==> config.mk <==
export PLATFORM = sky130hd
export DESIGN_NAME = rpsc_port
export DESIGN_NICKNAME = d
export VERILOG_FILES = /design/src/design/rpsc_port.v /design/src/design/rpsc_timer.v
export VERILOG_INCLUDE_DIRS = /design/src /design/src/design
export SDC_FILE = /design/constraint.sdc
export NUM_CORES = 1
export LEC_CHECK = 0
export ABC_AREA = 1
export BUFFER_PORTS_ARGS = -buffer_cell sky130_fd_sc_hd__buf_2
export CAP_MARGIN = 20
export CORE_ASPECT_RATIO = 0.75
export CORE_MARGIN = 2
export CORE_UTILIZATION = 51
export CTS_BUF_LIST = sky130_fd_sc_hd__clkbuf_4
export CTS_CLUSTER_SIZE = 12
export DETAILED_ROUTE_END_ITERATION = 6
export PLACE_DENSITY_LB_ADDON = 0.15
export SLEW_MARGIN = 15
export SYNTH_ARGS = -nofsm -noshare
export SYNTH_HDL_FRONTEND = slang
export SYNTH_SLANG_ARGS = --single-unit
==> constraint.sdc <==
create_clock -name clk -period 3.5 [get_ports clk]
set_input_delay 0.35 -clock clk [delete_from_list [all_inputs] [get_ports clk]]
set_output_delay 0.35 -clock clk [all_outputs]
set_load 0.1 [all_outputs]
==> src/design/rpsc_map.vh <==
// How it works
// bit 0 reads live connect state
// bit 0 write one clears enable
// non-removable device: bit 0 reads one
// enable drops on faults, sets enable_change
// enable never set while disconnected
// reset/resume done with change sets enable
// set-enable write never sets enable
// set-enable while disconnected sets connect_change
// suspend set by command, cleared at resume end
// suspend clears on reset end, global resume
// suspend command while disconnected sets connect_change
// bit 3 follows overcurrent if per-port
// resume command acts only while suspended
// reset command drives reset, clears at done
// reset command while disconnected sets connect_change
// connect_change on every attach/detach while port power is on, w1c
// power off clears connect, enable, suspend, reset
// bits 7:5 reserved, read zero
// driver commands only connected ports
`ifndef RPSC_MAP_VH
`define RPSC_MAP_VH
// ----------------------------------------------------------
// register offsets
// ----------------------------------------------------------
`define RPSC_ADDR_PORT      12'h000
`define RPSC_ADDR_IRQ_STAT  12'h004
`define RPSC_ADDR_IRQ_MASK  12'h008
`define RPSC_ADDR_CTRL      12'h00c
// ----------------------------------------------------------
// port register bits
// ----------------------------------------------------------
`define RPSC_B_CONN         0
`define RPSC_B_EN           1
`define RPSC_B_SUSP         2
`define RPSC_B_OC           3
`define RPSC_B_RST          4
`define RPSC_B_PWR          8
`define RPSC_B_CONN_CHG     16
`define RPSC_B_EN_CHG       17
`define RPSC_B_SUSP_CHG     18
`define RPSC_B_RST_CHG      20
// ----------------------------------------------------------
// control register bits
// ----------------------------------------------------------
`define RPSC_B_PWR_SET      0
`define RPSC_B_PWR_CLR      1
// ----------------------------------------------------------
// timing: port reset 10 ms, resume 20 ms at 50 ns clock
// ----------------------------------------------------------
`define RPSC_CLK_NS         50
`define RPSC_RESET_US       10000
`define RPSC_RESUME_US      20000
`define RPSC_RESET_CYC      ((`RPSC_RESET_US * 1000) / `RPSC_CLK_NS)
`define RPSC_RESUME_CYC     ((`RPSC_RESUME_US * 1000) / `RPSC_CLK_NS)
`define RPSC_IRQ_W          4
`endif

==> src/design/rpsc_port.v <==
// The register offsets and register access over APB were chosen for this implementation.
`timescale 1ns/10ps
`default_nettype none
`include "rpsc_map.vh"
// ----------------------------------------------------------
// root port status and control, apb slave
// ----------------------------------------------------------
module rpsc_port #(
    parameter RESET_CYC  = `RPSC_RESET_CYC,   // port reset length
    parameter RESUME_CYC = `RPSC_RESUME_CYC,  // resume length
    parameter TW         = 20                 // timer width
) (
    input  wire        clk,
    input  wire        sys_rst,
    input  wire        psel,
    input  wire        penable,
    input  wire        pwrite,
    input  wire [11:0] paddr,
    input  wire [31:0] pwdata,
    output wire        pready,
    output wire        pslverr,
    output reg  [31:0] prdata,
    input  wire        dev_attached,      // pin, device present
    input  wire        dev_removable_n,   // pin, non-removable dev
    input  wire        overcurrent_in,    // pin, overcurrent
    input  wire        bus_error,         // babble etc, same clock
    input  wire        global_resume_state, // host_ctrl resume
    input  wire        per_port_oc,       // per-port oc strap
    output reg         port_reset_drive,  // reset signalling out
    output reg         port_resume_drive, // resume signalling out
    output wire        irq                // level interrupt
);
    // ------------------------------------------------------
    // pin synchronisers
    // ------------------------------------------------------
    reg [1:0] att_s;                      // attach sync
    reg [1:0] nrm_s;                      // non-removable sync
    reg [1:0] oc_s;                       // overcurrent sync

    always @(posedge clk or posedge sys_rst) begin
        if (sys_rst) begin
            att_s <= 2'b00;
            nrm_s <= 2'b00;
            oc_s  <= 2'b00;
        end else begin
            att_s <= {att_s[0], dev_attached};
            nrm_s <= {nrm_s[0], ~dev_removable_n};
            oc_s  <= {oc_s[0], overcurrent_in};
        end
    end

    // ------------------------------------------------------
    // state
    // ------------------------------------------------------
    reg connect_state;                    // live connect
    reg port_enabled;                     // enable flag
    reg port_suspended;                   // suspend flag
    reg port_reset_active;                // reset flag
    reg port_power_on;                    // power flag
    reg connect_change;                   // w1c
    reg enable_change;                    // w1c
    reg suspend_change;                   // w1c
    reg reset_change;                     // w1c
    reg [`RPSC_IRQ_W-1:0] irq_mask;       // interrupt mask
    wire port_oc;                         // visible overcurrent

    // ------------------------------------------------------
    // apb decode: zero wait, no errors
    // ------------------------------------------------------
    wire wr = psel & penable & pwrite;
    wire wr_port = wr & (paddr == `RPSC_ADDR_PORT);
    wire wr_stat = wr & (paddr == `RPSC_ADDR_IRQ_STAT);
    wire wr_mask = wr & (paddr == `RPSC_ADDR_IRQ_MASK);
    wire wr_ctrl = wr & (paddr == `RPSC_ADDR_CTRL);

    assign pready  = 1'b1;
    assign pslverr = 1'b0;

    // command strobes from port and control register writes
    wire cmd_clr_en  = wr_port & pwdata[`RPSC_B_CONN];
    wire cmd_set_en  = wr_port & pwdata[`RPSC_B_EN];
    wire cmd_susp    = wr_port & pwdata[`RPSC_B_SUSP];
    wire cmd_resume  = wr_port & pwdata[`RPSC_B_OC];
    wire cmd_reset   = wr_port & pwdata[`RPSC_B_RST];
    wire pwr_set     = wr_ctrl & pwdata[`RPSC_B_PWR_SET];
    wire pwr_clr     = wr_ctrl & pwdata[`RPSC_B_PWR_CLR];

    // w1c strobe for a change bit, from port or status reg
    function w1c;
        input integer pbit;
        input integer sbit;
        begin
            w1c = (wr_port & pwdata[pbit]) | (wr_stat & pwdata[sbit]);
        end
    endfunction

    // ------------------------------------------------------
    // timers for port reset and resume
    // ------------------------------------------------------
    wire rst_busy, rst_done, res_busy, res_done;
    wire start_rst = cmd_reset & connect_state & port_power_on
                     & ~port_reset_active;
    wire start_res = cmd_resume & port_suspended & ~res_busy;
    wire drop      = ~att_s[1] | ~port_power_on; // link gone

    rpsc_timer #(.W(TW)) u_rst (
        .clk     (clk),
        .sys_rst (sys_rst),
        .start   (start_rst),
        .abort   (drop),
        .load    (RESET_CYC[TW-1:0]),
        .busy    (rst_busy),
        .done    (rst_done)
    );

    rpsc_timer #(.W(TW)) u_res (
        .clk     (clk),
        .sys_rst (sys_rst),
        .start   (start_res),
        .abort   (drop | rst_done),
        .load    (RESUME_CYC[TW-1:0]),
        .busy    (res_busy),
        .done    (res_done)
    );

    // ------------------------------------------------------
    // connect, power and change events
    // ------------------------------------------------------
    wire next_conn   = att_s[1] & port_power_on;
    wire conn_edge   = next_conn ^ connect_state;
    wire bad_cmd     = ~connect_state &
                       (cmd_set_en | cmd_susp | cmd_reset);
    // enable drops on oc, disconnect, power loss, bus error
    wire en_fault    = port_enabled &
                       (oc_s[1] | ~next_conn | bus_error);
    wire en_hw_set   = (rst_done | res_done) & next_conn;

    always @(posedge clk or posedge sys_rst) begin
        if (sys_rst) begin
            port_power_on <= 1'b0;
            connect_state <= 1'b0;
        end else begin
            if (pwr_set) begin
                port_power_on <= 1'b1;
            end else if (pwr_clr | oc_s[1]) begin
                port_power_on <= 1'b0;
            end
            connect_state <= next_conn;
        end
    end

    // ------------------------------------------------------
    // enable, suspend, reset flags
    // ------------------------------------------------------
    always @(posedge clk or posedge sys_rst) begin
        if (sys_rst) begin
            port_enabled      <= 1'b0;
            port_suspended    <= 1'b0;
            port_reset_active <= 1'b0;
        end else begin
            // set-enable command ignored by design, see
            if (en_fault | cmd_clr_en) begin
                port_enabled <= 1'b0;
            end else if (en_hw_set) begin
                port_enabled <= 1'b1;
            end
            // suspend flag
            if (~next_conn | rst_done | global_resume_state
                | res_done) begin
                port_suspended <= 1'b0;
            end else if (cmd_susp & connect_state) begin
                port_suspended <= 1'b1;
            end
            // reset flag
            if (~next_conn | rst_done) begin
                port_reset_active <= 1'b0;
            end else if (start_rst) begin
                port_reset_active <= 1'b1;
            end
        end
    end

    // ------------------------------------------------------
    // change flags, set wins over clear
    // ------------------------------------------------------
    always @(posedge clk or posedge sys_rst) begin
        if (sys_rst) begin
            connect_change <= 1'b0;
            enable_change  <= 1'b0;
            suspend_change <= 1'b0;
            reset_change   <= 1'b0;
        end else begin
            if (conn_edge | bad_cmd) begin
                connect_change <= 1'b1;
            end else if (w1c(`RPSC_B_CONN_CHG, 0)) begin
                connect_change <= 1'b0;
            end
            if (en_fault) begin
                enable_change <= 1'b1;
            end else if (w1c(`RPSC_B_EN_CHG, 1)) begin
                enable_change <= 1'b0;
            end
            if (res_done) begin
                suspend_change <= 1'b1;
            end else if (w1c(`RPSC_B_SUSP_CHG, 2)) begin
                suspend_change <= 1'b0;
            end
            if (rst_done) begin
                reset_change <= 1'b1;
            end else if (w1c(`RPSC_B_RST_CHG, 3)) begin
                reset_change <= 1'b0;
            end
        end
    end

    // ------------------------------------------------------
    // port signalling outputs and mask
    // ------------------------------------------------------
    always @(posedge clk or posedge sys_rst) begin
        if (sys_rst) begin
            port_reset_drive  <= 1'b0;
            port_resume_drive <= 1'b0;
            irq_mask          <= {`RPSC_IRQ_W{1'b0}};
        end else begin
            port_reset_drive  <= rst_busy | start_rst;
            port_resume_drive <= res_busy | start_res;
            if (wr_mask) begin
                irq_mask <= pwdata[`RPSC_IRQ_W-1:0];
            end
        end
    end

    // ------------------------------------------------------
    // interrupt and read data
    // ------------------------------------------------------
    wire [`RPSC_IRQ_W-1:0] irq_stat = {reset_change, suspend_change,
                                       enable_change, connect_change};
    assign irq     = |(irq_stat & irq_mask);
    assign port_oc = per_port_oc & oc_s[1];

    reg [31:0] next_rdata;                             // read mux

    always @* begin
        next_rdata = 32'h0000_0000;
        case (paddr)
            `RPSC_ADDR_PORT: begin
                next_rdata[`RPSC_B_CONN]     = connect_state
                                               | nrm_s[1];
                next_rdata[`RPSC_B_EN]       = port_enabled;
                next_rdata[`RPSC_B_SUSP]     = port_suspended;
                next_rdata[`RPSC_B_OC]       = port_oc;
                next_rdata[`RPSC_B_RST]      = port_reset_active;
                next_rdata[`RPSC_B_PWR]      = port_power_on;
                next_rdata[`RPSC_B_CONN_CHG] = connect_change;
                next_rdata[`RPSC_B_EN_CHG]   = enable_change;
                next_rdata[`RPSC_B_SUSP_CHG] = suspend_change;
                next_rdata[`RPSC_B_RST_CHG]  = reset_change;
            end
            `RPSC_ADDR_IRQ_STAT: begin
                next_rdata[`RPSC_IRQ_W-1:0] = irq_stat;
            end
            `RPSC_ADDR_IRQ_MASK: begin
                next_rdata[`RPSC_IRQ_W-1:0] = irq_mask;
            end
            `RPSC_ADDR_CTRL: begin
                next_rdata[`RPSC_B_PWR_SET] = port_power_on;
            end
            default: begin
                next_rdata = 32'h0000_0000;
            end
        endcase
    end

    // register read data in setup phase
    always @(posedge clk or posedge sys_rst) begin
        if (sys_rst) begin
            prdata <= 32'h0000_0000;
        end else if (psel & ~penable & ~pwrite) begin
            prdata <= next_rdata;
        end
    end
endmodule // rpsc_port
`default_nettype wire

==> src/design/rpsc_timer.v <==
`timescale 1ns/10ps
`default_nettype none
// ----------------------------------------------------------
// one-shot down counter, pulses done at expiry
// ----------------------------------------------------------
module rpsc_timer #(
    parameter W = 20
) (
    input  wire         clk,
    input  wire         sys_rst,
    input  wire         start,    // load pulse
    input  wire         abort,    // cancel run
    input  wire [W-1:0] load,     // cycles to run
    output reg          busy,     // running
    output reg          done      // one-cycle expiry
);
    reg [W-1:0] cnt;              // remaining cycles

    // count down while busy
    always @(posedge clk or posedge sys_rst) begin
        if (sys_rst) begin
            cnt  <= {W{1'b0}};
            busy <= 1'b0;
            done <= 1'b0;
        end else begin
            done <= 1'b0;
            if (abort) begin
                busy <= 1'b0;
            end else if (start) begin
                cnt  <= load;
                busy <= 1'b1;
            end else if (busy) begin
                if (cnt <= {{(W-1){1'b0}}, 1'b1}) begin
                    busy <= 1'b0;
                    done <= 1'b1;
                end else begin
                    cnt <= cnt - {{(W-1){1'b0}}, 1'b1};
                end
            end
        end
    end
endmodule // rpsc_timer
`default_nettype wire

==> reports/results.ini, run 1 <==
[outcome]
status = complete, no violations

[setup_path]
crit_type = reg -> reg
r2r-end = u_rst.cnt[18]
r2r_cells = 9
endpoint_kind = register
critPathLaunch = u_rst.cnt[0]
r2r-start = u_rst.cnt[0]
arrival_ns = 2.57
required_ns = 3.82
r2r_setup_slack_ns = 1.26
cp_max_fo = 13
start_kind = register
crit_end = u_rst.cnt[18]

[yosys]
synthTopCellsByArea = dfrtp_1, nand2_1, nor2_1
syn_avg_cell_area_um2 = 7.42
yosys_warnings = 0
async_flop_share = 1.00
ys_ff_latch = 75
netlist_instances = 600
yosys_most_used_dff = dfrtp_1
synth.cell_area_mm2 = 0.00445
synth_area_leader_cell = dfrtp_1
synth_seq_area_share = 0.422
yosysTopAreaCellShare = 0.422
yosysUniqueCellTypes = 37
synth_edf_count = 0

[routing]
viasPerCell = 5.10
ant_nets = 0
wl_per_cell_um = 13.0
drtIter0Drc = 354
vias = 3868
first_pass_iters = 5
drc_errors = 0
drt_wl_total_um = 9860

[floorplanning]
ios = 92
initial_utilization = 0.526
die_h_um = 84.9
die_w_um = 112
die_area_mm2 = 0.00950
std_cell_rows = 29
core-area_mm2 = 0.00845

[timing]
finalHoldViolations = 0
fmax_ghz = 0.446
maxSlewViolCount = 0
worstMarginPinSlew_ns = 0.697
tns_ns = 0
rsz0062_at_grt = false
slew_headroom = 0.535
min_period_ns = 2.24
setup_violations = 0
period_share = 0.641
hold_ws_ns = 0.00726
fin_worst_skew_ns = 0.0172

[global_route]
use_met2 = 0.314
grt_overflow = 0
antenna_found_initial = 0
grt_pass1_vias = 3442
grt.met1_usage = 0.333
grt_max_degree = 34
grt.busiest_layer = met1
grt_pass1_wl_um = 16800
met3_usage = 0.0550
grt_usage = 0.219

[min_path]
hold_path.class = in -> async

[clock_network]
clk_pin_slew_ns = 0.13
insertion_delay_ns = 0.43
htree_levels = 3
clockBufferDepth = 2
cts.sinks = 75
cts_tree = built
numCtsBuffers = 9
clk_root_buffer_cell = clkbuf_4

[place]
gp_congestion = 0.885
placed_cells = 741
port_buffers = 44
dp.final_hpwl_um = 7320

[final_layout]
layout.cells.non_filler = 759
layout.cells.most_common = nand2_1
final_util = 0.572
n_fill_cell = 781
drive_gt1_frac = 0.126
multi_input_comb_area_mm2 = 0.00217
final_cell_mix = nand2_1, nor2_1, dfrtp_1
nets = 705
num_antenna_cells = 0
seq_area_mm2 = 0.00188
synthToLayoutAreaGrowth_pct = 8.57

[power_and_ir_drop]
power_density_mw_per_mm2 = 330
peakVddDrop_uv = 266
p_leak_nw = 2.57

[flow_run]
maxCapViolations = 0

==> per-layer routing <==
metal  part of all wire  up-vias
met3              0.067        8
met5                  0        -
met4             0.0094        0
li1                   -     1951
met1               0.51     1780
met2               0.42      129
==> flip-flops by register name, indices dropped and copies added, names as in the netlist, 2 cells and up <==
| name | cells |
|---|---|
| u_res.cnt | 20 |
| u_rst.cnt | 20 |
| prdata | 10 |
| irq_mask | 4 |
| att_s | 2 |
| nrm_s | 2 |
| oc_s | 2 |
==> worst min-delay path by stage <==
stage | start | endpoint | slack (ns) | depth (start not counted)
after floorplan | att_s[0] | att_s[1] | 0.33 | 0
after global placement | att_s[0] | att_s[1] | 0.34 | 0
after detailed placement | att_s[0] | att_s[1] | 0.34 | 0
after CTS | sys_rst | u_rst.cnt[11] | 0.01 | 2
after global routing | dev_removable_n | nrm_s[0] | 0.02 | 2
final | sys_rst | u_rst.cnt[11] | 0.007 | 2
==> report_power, final <==
part	switching, mW	internal [mW]	total (mW)
registers	0.00222	0.870	0.872
clock network	0.310	0.243	0.553
logic	0.149	0.0191	0.168
total	0.461	1.13	1.59
==> synth_stat cells, types with 2 or more instances <==
library cell,n
a21oi_1,4
buf_2,5
buf_4,24
buf_6,2
clkbuf_1,7
conb_1,2
dfrtp_1,75
ha_1,4
inv_1,60
nand2_1,159
nand2_2,3
nand3_1,54
nand3b_1,7
nand4_1,9
nor2_1,83
nor2_2,6
nor3_1,9
nor3_2,2
o211ai_1,3
o21ai_0,28
o21ai_1,2
o22ai_1,3
o31ai_1,7
xnor2_1,9
xor2_1,21
==> cells by family after synthesis <==
| logic type | after synthesis | share of synthesized area |
|---|---|---|
| DFF | 75 | 0.422 |
| buffers and inverters | 100 | 0.109 |
| and+or+nand+nor | 339 | 0.332 |
| other | 2 | 0.00169 |
| xor gates and xnor gates | 30 | 0.0590 |
| adders and majority gates | 4 | 0.0112 |
| AOI/OAI and AO/OA | 50 | 0.0647 |
==> area by class of cell <==
class / count / share of cell area
multi-input combinational: 447 / 0.449
tap: 108 / 0.0280
inverter: 62 / 0.0482
sequential: 75 / 0.388
clock inverter: 4 / 0.0104
timing repair buffer: 51 / 0.0575
clock buffer: 12 / 0.0186
==> metrics by stage <==
stage | area [um^2] | worst slack [ns] | power [mW]
6_report | 4830 | 1.26 | 1.59
5_1_grt | 4830 | 1.06 | 1.66
4_1_cts | 4830 | 1.30 | 1.61
3_5_place_dp | 4670 | 1.32 | 1.06
3_3_place_gp | 4670 | 1.34 | 1.05
2_1_floorplan | 4530 | 0.667 | 1.05
==> worst max-delay path: stages (launching register included) <==
cell and delay, ns:
dfrtp_1 0.41, inv_1 0.11, ha_1 0.28, o21ai_0 0.12
nor2_1 0.11, nand4_1 0.16, nand2_1 0.39, inv_1 0.31
nand3_1 0.17, nand2_1 0.07
==> timing repair <==
action,4_1_cts,5_1_grt
hold buffers,2,0
gates resized for setup,0,0
setup buffers,0,0
endpoints found under the hold margin,2,0
(Power assumes the default switching activity.)
==> run 2, diff against run 1 <==
clock period = 2.1 ns   (was 3.5 ns; I/O delays follow)
==> run 2 against run 1 <==
Compared with the run above:
- via count rose by 1.7%
- combinational power rose by 74%
- sequential cell count did not move
- clock power rose by 47%
- first-iteration DRC count fell by 29%
- sequential share of layout area fell by 0.97 points
- fmax rose by 19%
- critical endpoint is now u_rst.cnt[19]
==> reports/results.ini, run 2 (synthesis gave the netlist of run 1 again) <==
[power_and_ir_drop]
power_density_mw_per_mm2 = 516  ; +57%
peakVddDrop_uv = 514  ; +94%
p_leak_nw = 2.62  ; +2.2%
p_total_mw = 2.56  ; +61%

[final_layout]
reg_top3 = u_res.cnt x20, u_rst.cnt x20, prdata x10
synthToLayoutAreaGrowth_pct = 11.4
layout.cells.most_common = nand2_1
num_antenna_cells = 0  ; unchanged
layout.cells.non_filler = 773  ; +1.8%
drive_gt1_frac = 0.134  ; +0.00787
final_cell_mix = nand2_1, nor2_1, dfrtp_1
nets = 719  ; +2.0%
final_util = 0.586  ; +0.0147

[setup_path]
slowest_stage = dfrtp_1
start_kind = register
required_ns = 2.44  ; -1.38 ns
cp_cell_sequence = inv_1 -> ha_1 -> o21ai_0 -> nor2_1 -> nand4_1 -> nand2_1 -> inv_1 -> nand4_1 -> nand2_1
cp_max_fo = 11  ; -2
r2r_setup_slack_ns = 0.21  ; -1.05 ns
endpoint_kind = register
crit_type = reg -> reg
critPathMaxStageDelay_ns = 0.42  ; about the same
arrival_ns = 2.23  ; -0.34 ns

[routing]
first_pass_iters = 5  ; unchanged
wl_per_cell_um = 13.3  ; +2.1%
drtIter0Drc = 253  ; -29%
vias = 3934  ; +1.7%
viasPerCell = 5.09  ; -0.14%
ant_nets = 0  ; unchanged
drt_wl_total_um = 10300  ; +4.0%
drc_errors = 0  ; unchanged

[clock_network]
clk_pin_slew_ns = 0.14  ; about the same
numCtsBuffers = 9  ; unchanged
clk_root_buffer_cell = clkbuf_4
clockBufferDepth = 2  ; unchanged
cts.sinks = 75  ; unchanged
cts_setup_buffers = 0  ; unchanged
insertion_delay_ns = 0.46  ; +0.03 ns
cts_tree = built
htree_levels = 3  ; unchanged

[min_path]
hold_path.class = in -> reg

[global_route]
antenna_found_initial = 0  ; unchanged
grt_usage = 0.228  ; +0.00902
grt_pass1_vias = 3586  ; +4.2%
grt_overflow = 0  ; unchanged
grt_max_degree = 53  ; +56%
grt_pass1_wl_um = 17200  ; +2.6%

[timing]
tns_ns = 0  ; unchanged
period_share = 0.899  ; +0.258
setup_violations = 0  ; unchanged
fin_worst_skew_ns = 0.0197  ; +0.00249 ns
min_period_ns = 1.89  ; -0.355 ns
fmax_ghz = 0.529  ; +19%
setup_slack_ns = 0.211  ; -1.05 ns
worstMarginPinSlew_ns = 0.577  ; -0.119 ns
finalHoldViolations = 0  ; unchanged
rsz0062_at_grt = false
slew_headroom = 0.614  ; +0.0793
maxSlewViolCount = 0  ; unchanged

[floorplanning]
ios = 92  ; unchanged
initial_utilization = 0.526  ; unchanged
die_w_um = 112  ; unchanged
die_area_mm2 = 0.00950  ; unchanged
std_cell_rows = 29  ; unchanged
die_h_um = 84.9  ; unchanged
core-area_mm2 = 0.00845  ; unchanged

[place]
port_buffers = 44  ; unchanged
post-place-ws_ns = 0.240  ; -1.08 ns
dp.final_hpwl_um = 7560  ; +3.2%
placed_cells = 747  ; +0.81%
gp_congestion = 0.943  ; +6.6%

[outcome]
status = complete, no violations

[flow_run]
maxCapViolations = 0  ; unchanged

## run 2: cell types whose count changed in the layout (fill, tap and decap cells not counted), moves of 2 or more
cell	change
clkbuf_4	-3
clkinvlp_4	+2
dlygate4sd3_1	+8
clkinv_4	+2
buf_4	+5
## run 2: where the power goes
part | total (mW) | switching, mW | internal (mW) | leakage, nW
logic | 0.292 | 0.250 | 0.0417 | 1.60
clock network | 0.811 | 0.562 | 0.249 | 0.0643
registers | 1.45 | 0.00372 | 1.45 | 0.956
total | 2.56 | 0.816 | 1.74 | 2.62
## run 2: layout make-up
cell class	count	area [um^2]
clock buffers	9	67.6
fillers	801	3500
inverters	62	240
repair buffers	65	415
multi-input cells	447	2170
clock inverters	7	51.3
flip-flops and latches	75	1880
well taps	108	135
## run 2: per-stage QoR
step | instance area, um^2 | hold slack, ns
floorplan | 4540 | 0.241
global placement | 4730 | 0.292
detailed placement | 4730 | 0.295
CTS | 4950 | 0.000644
global route | 4960 | 0.0279
finish | 4960 | 0.0411
## run 2: repair_timing
action / 4_1_cts / 5_1_grt
setup endpoints to repair: 0 / 6
hold endpoints to repair: 30 / 0
hold buffers: 10 / 0
gates resized for setup: 0 / 1
## run 2: worst paths after layout
kind / startpoint / end / cells past startpoint
min reg2reg: att_s[0] / att_s[1] / 0
min: pwdata[3] / irq_mask[3] / 3
max in group asynchronous: sys_rst / u_rst.busy / 4
max reg2reg: u_rst.cnt[0] / u_rst.cnt[19] / 9
min in group asynchronous: sys_rst / u_res.cnt[11] / 3
max: u_rst.cnt[0] / u_rst.cnt[19] / 9
## run 2: critical path, delay by kind of cell (launching register included)
family                     cells  cell delay [ns]
DFF                            1             0.42
and+or+nand+nor                5             0.63
adders and majority gates      1             0.28
AOI/OAI and AO/OA              1             0.14
buffers and inverters          2             0.31
## run 2: per-layer routing
| metal | share of wire | vias to the layer above | track usage | routed length, um |
|---|---|---|---|---|
| li1 | - | 1980 | - | - |
| met1 | 0.50 | 1787 | 0.338 | 5150 |
| met2 | 0.40 | 155 | 0.325 | 4110 |
| met3 | 0.084 | 12 | 0.0636 | 860 |
| met4 | 0.012 | 0 | 0.0730 | 126 |
| met5 | 0 | - | 0 | 0 |
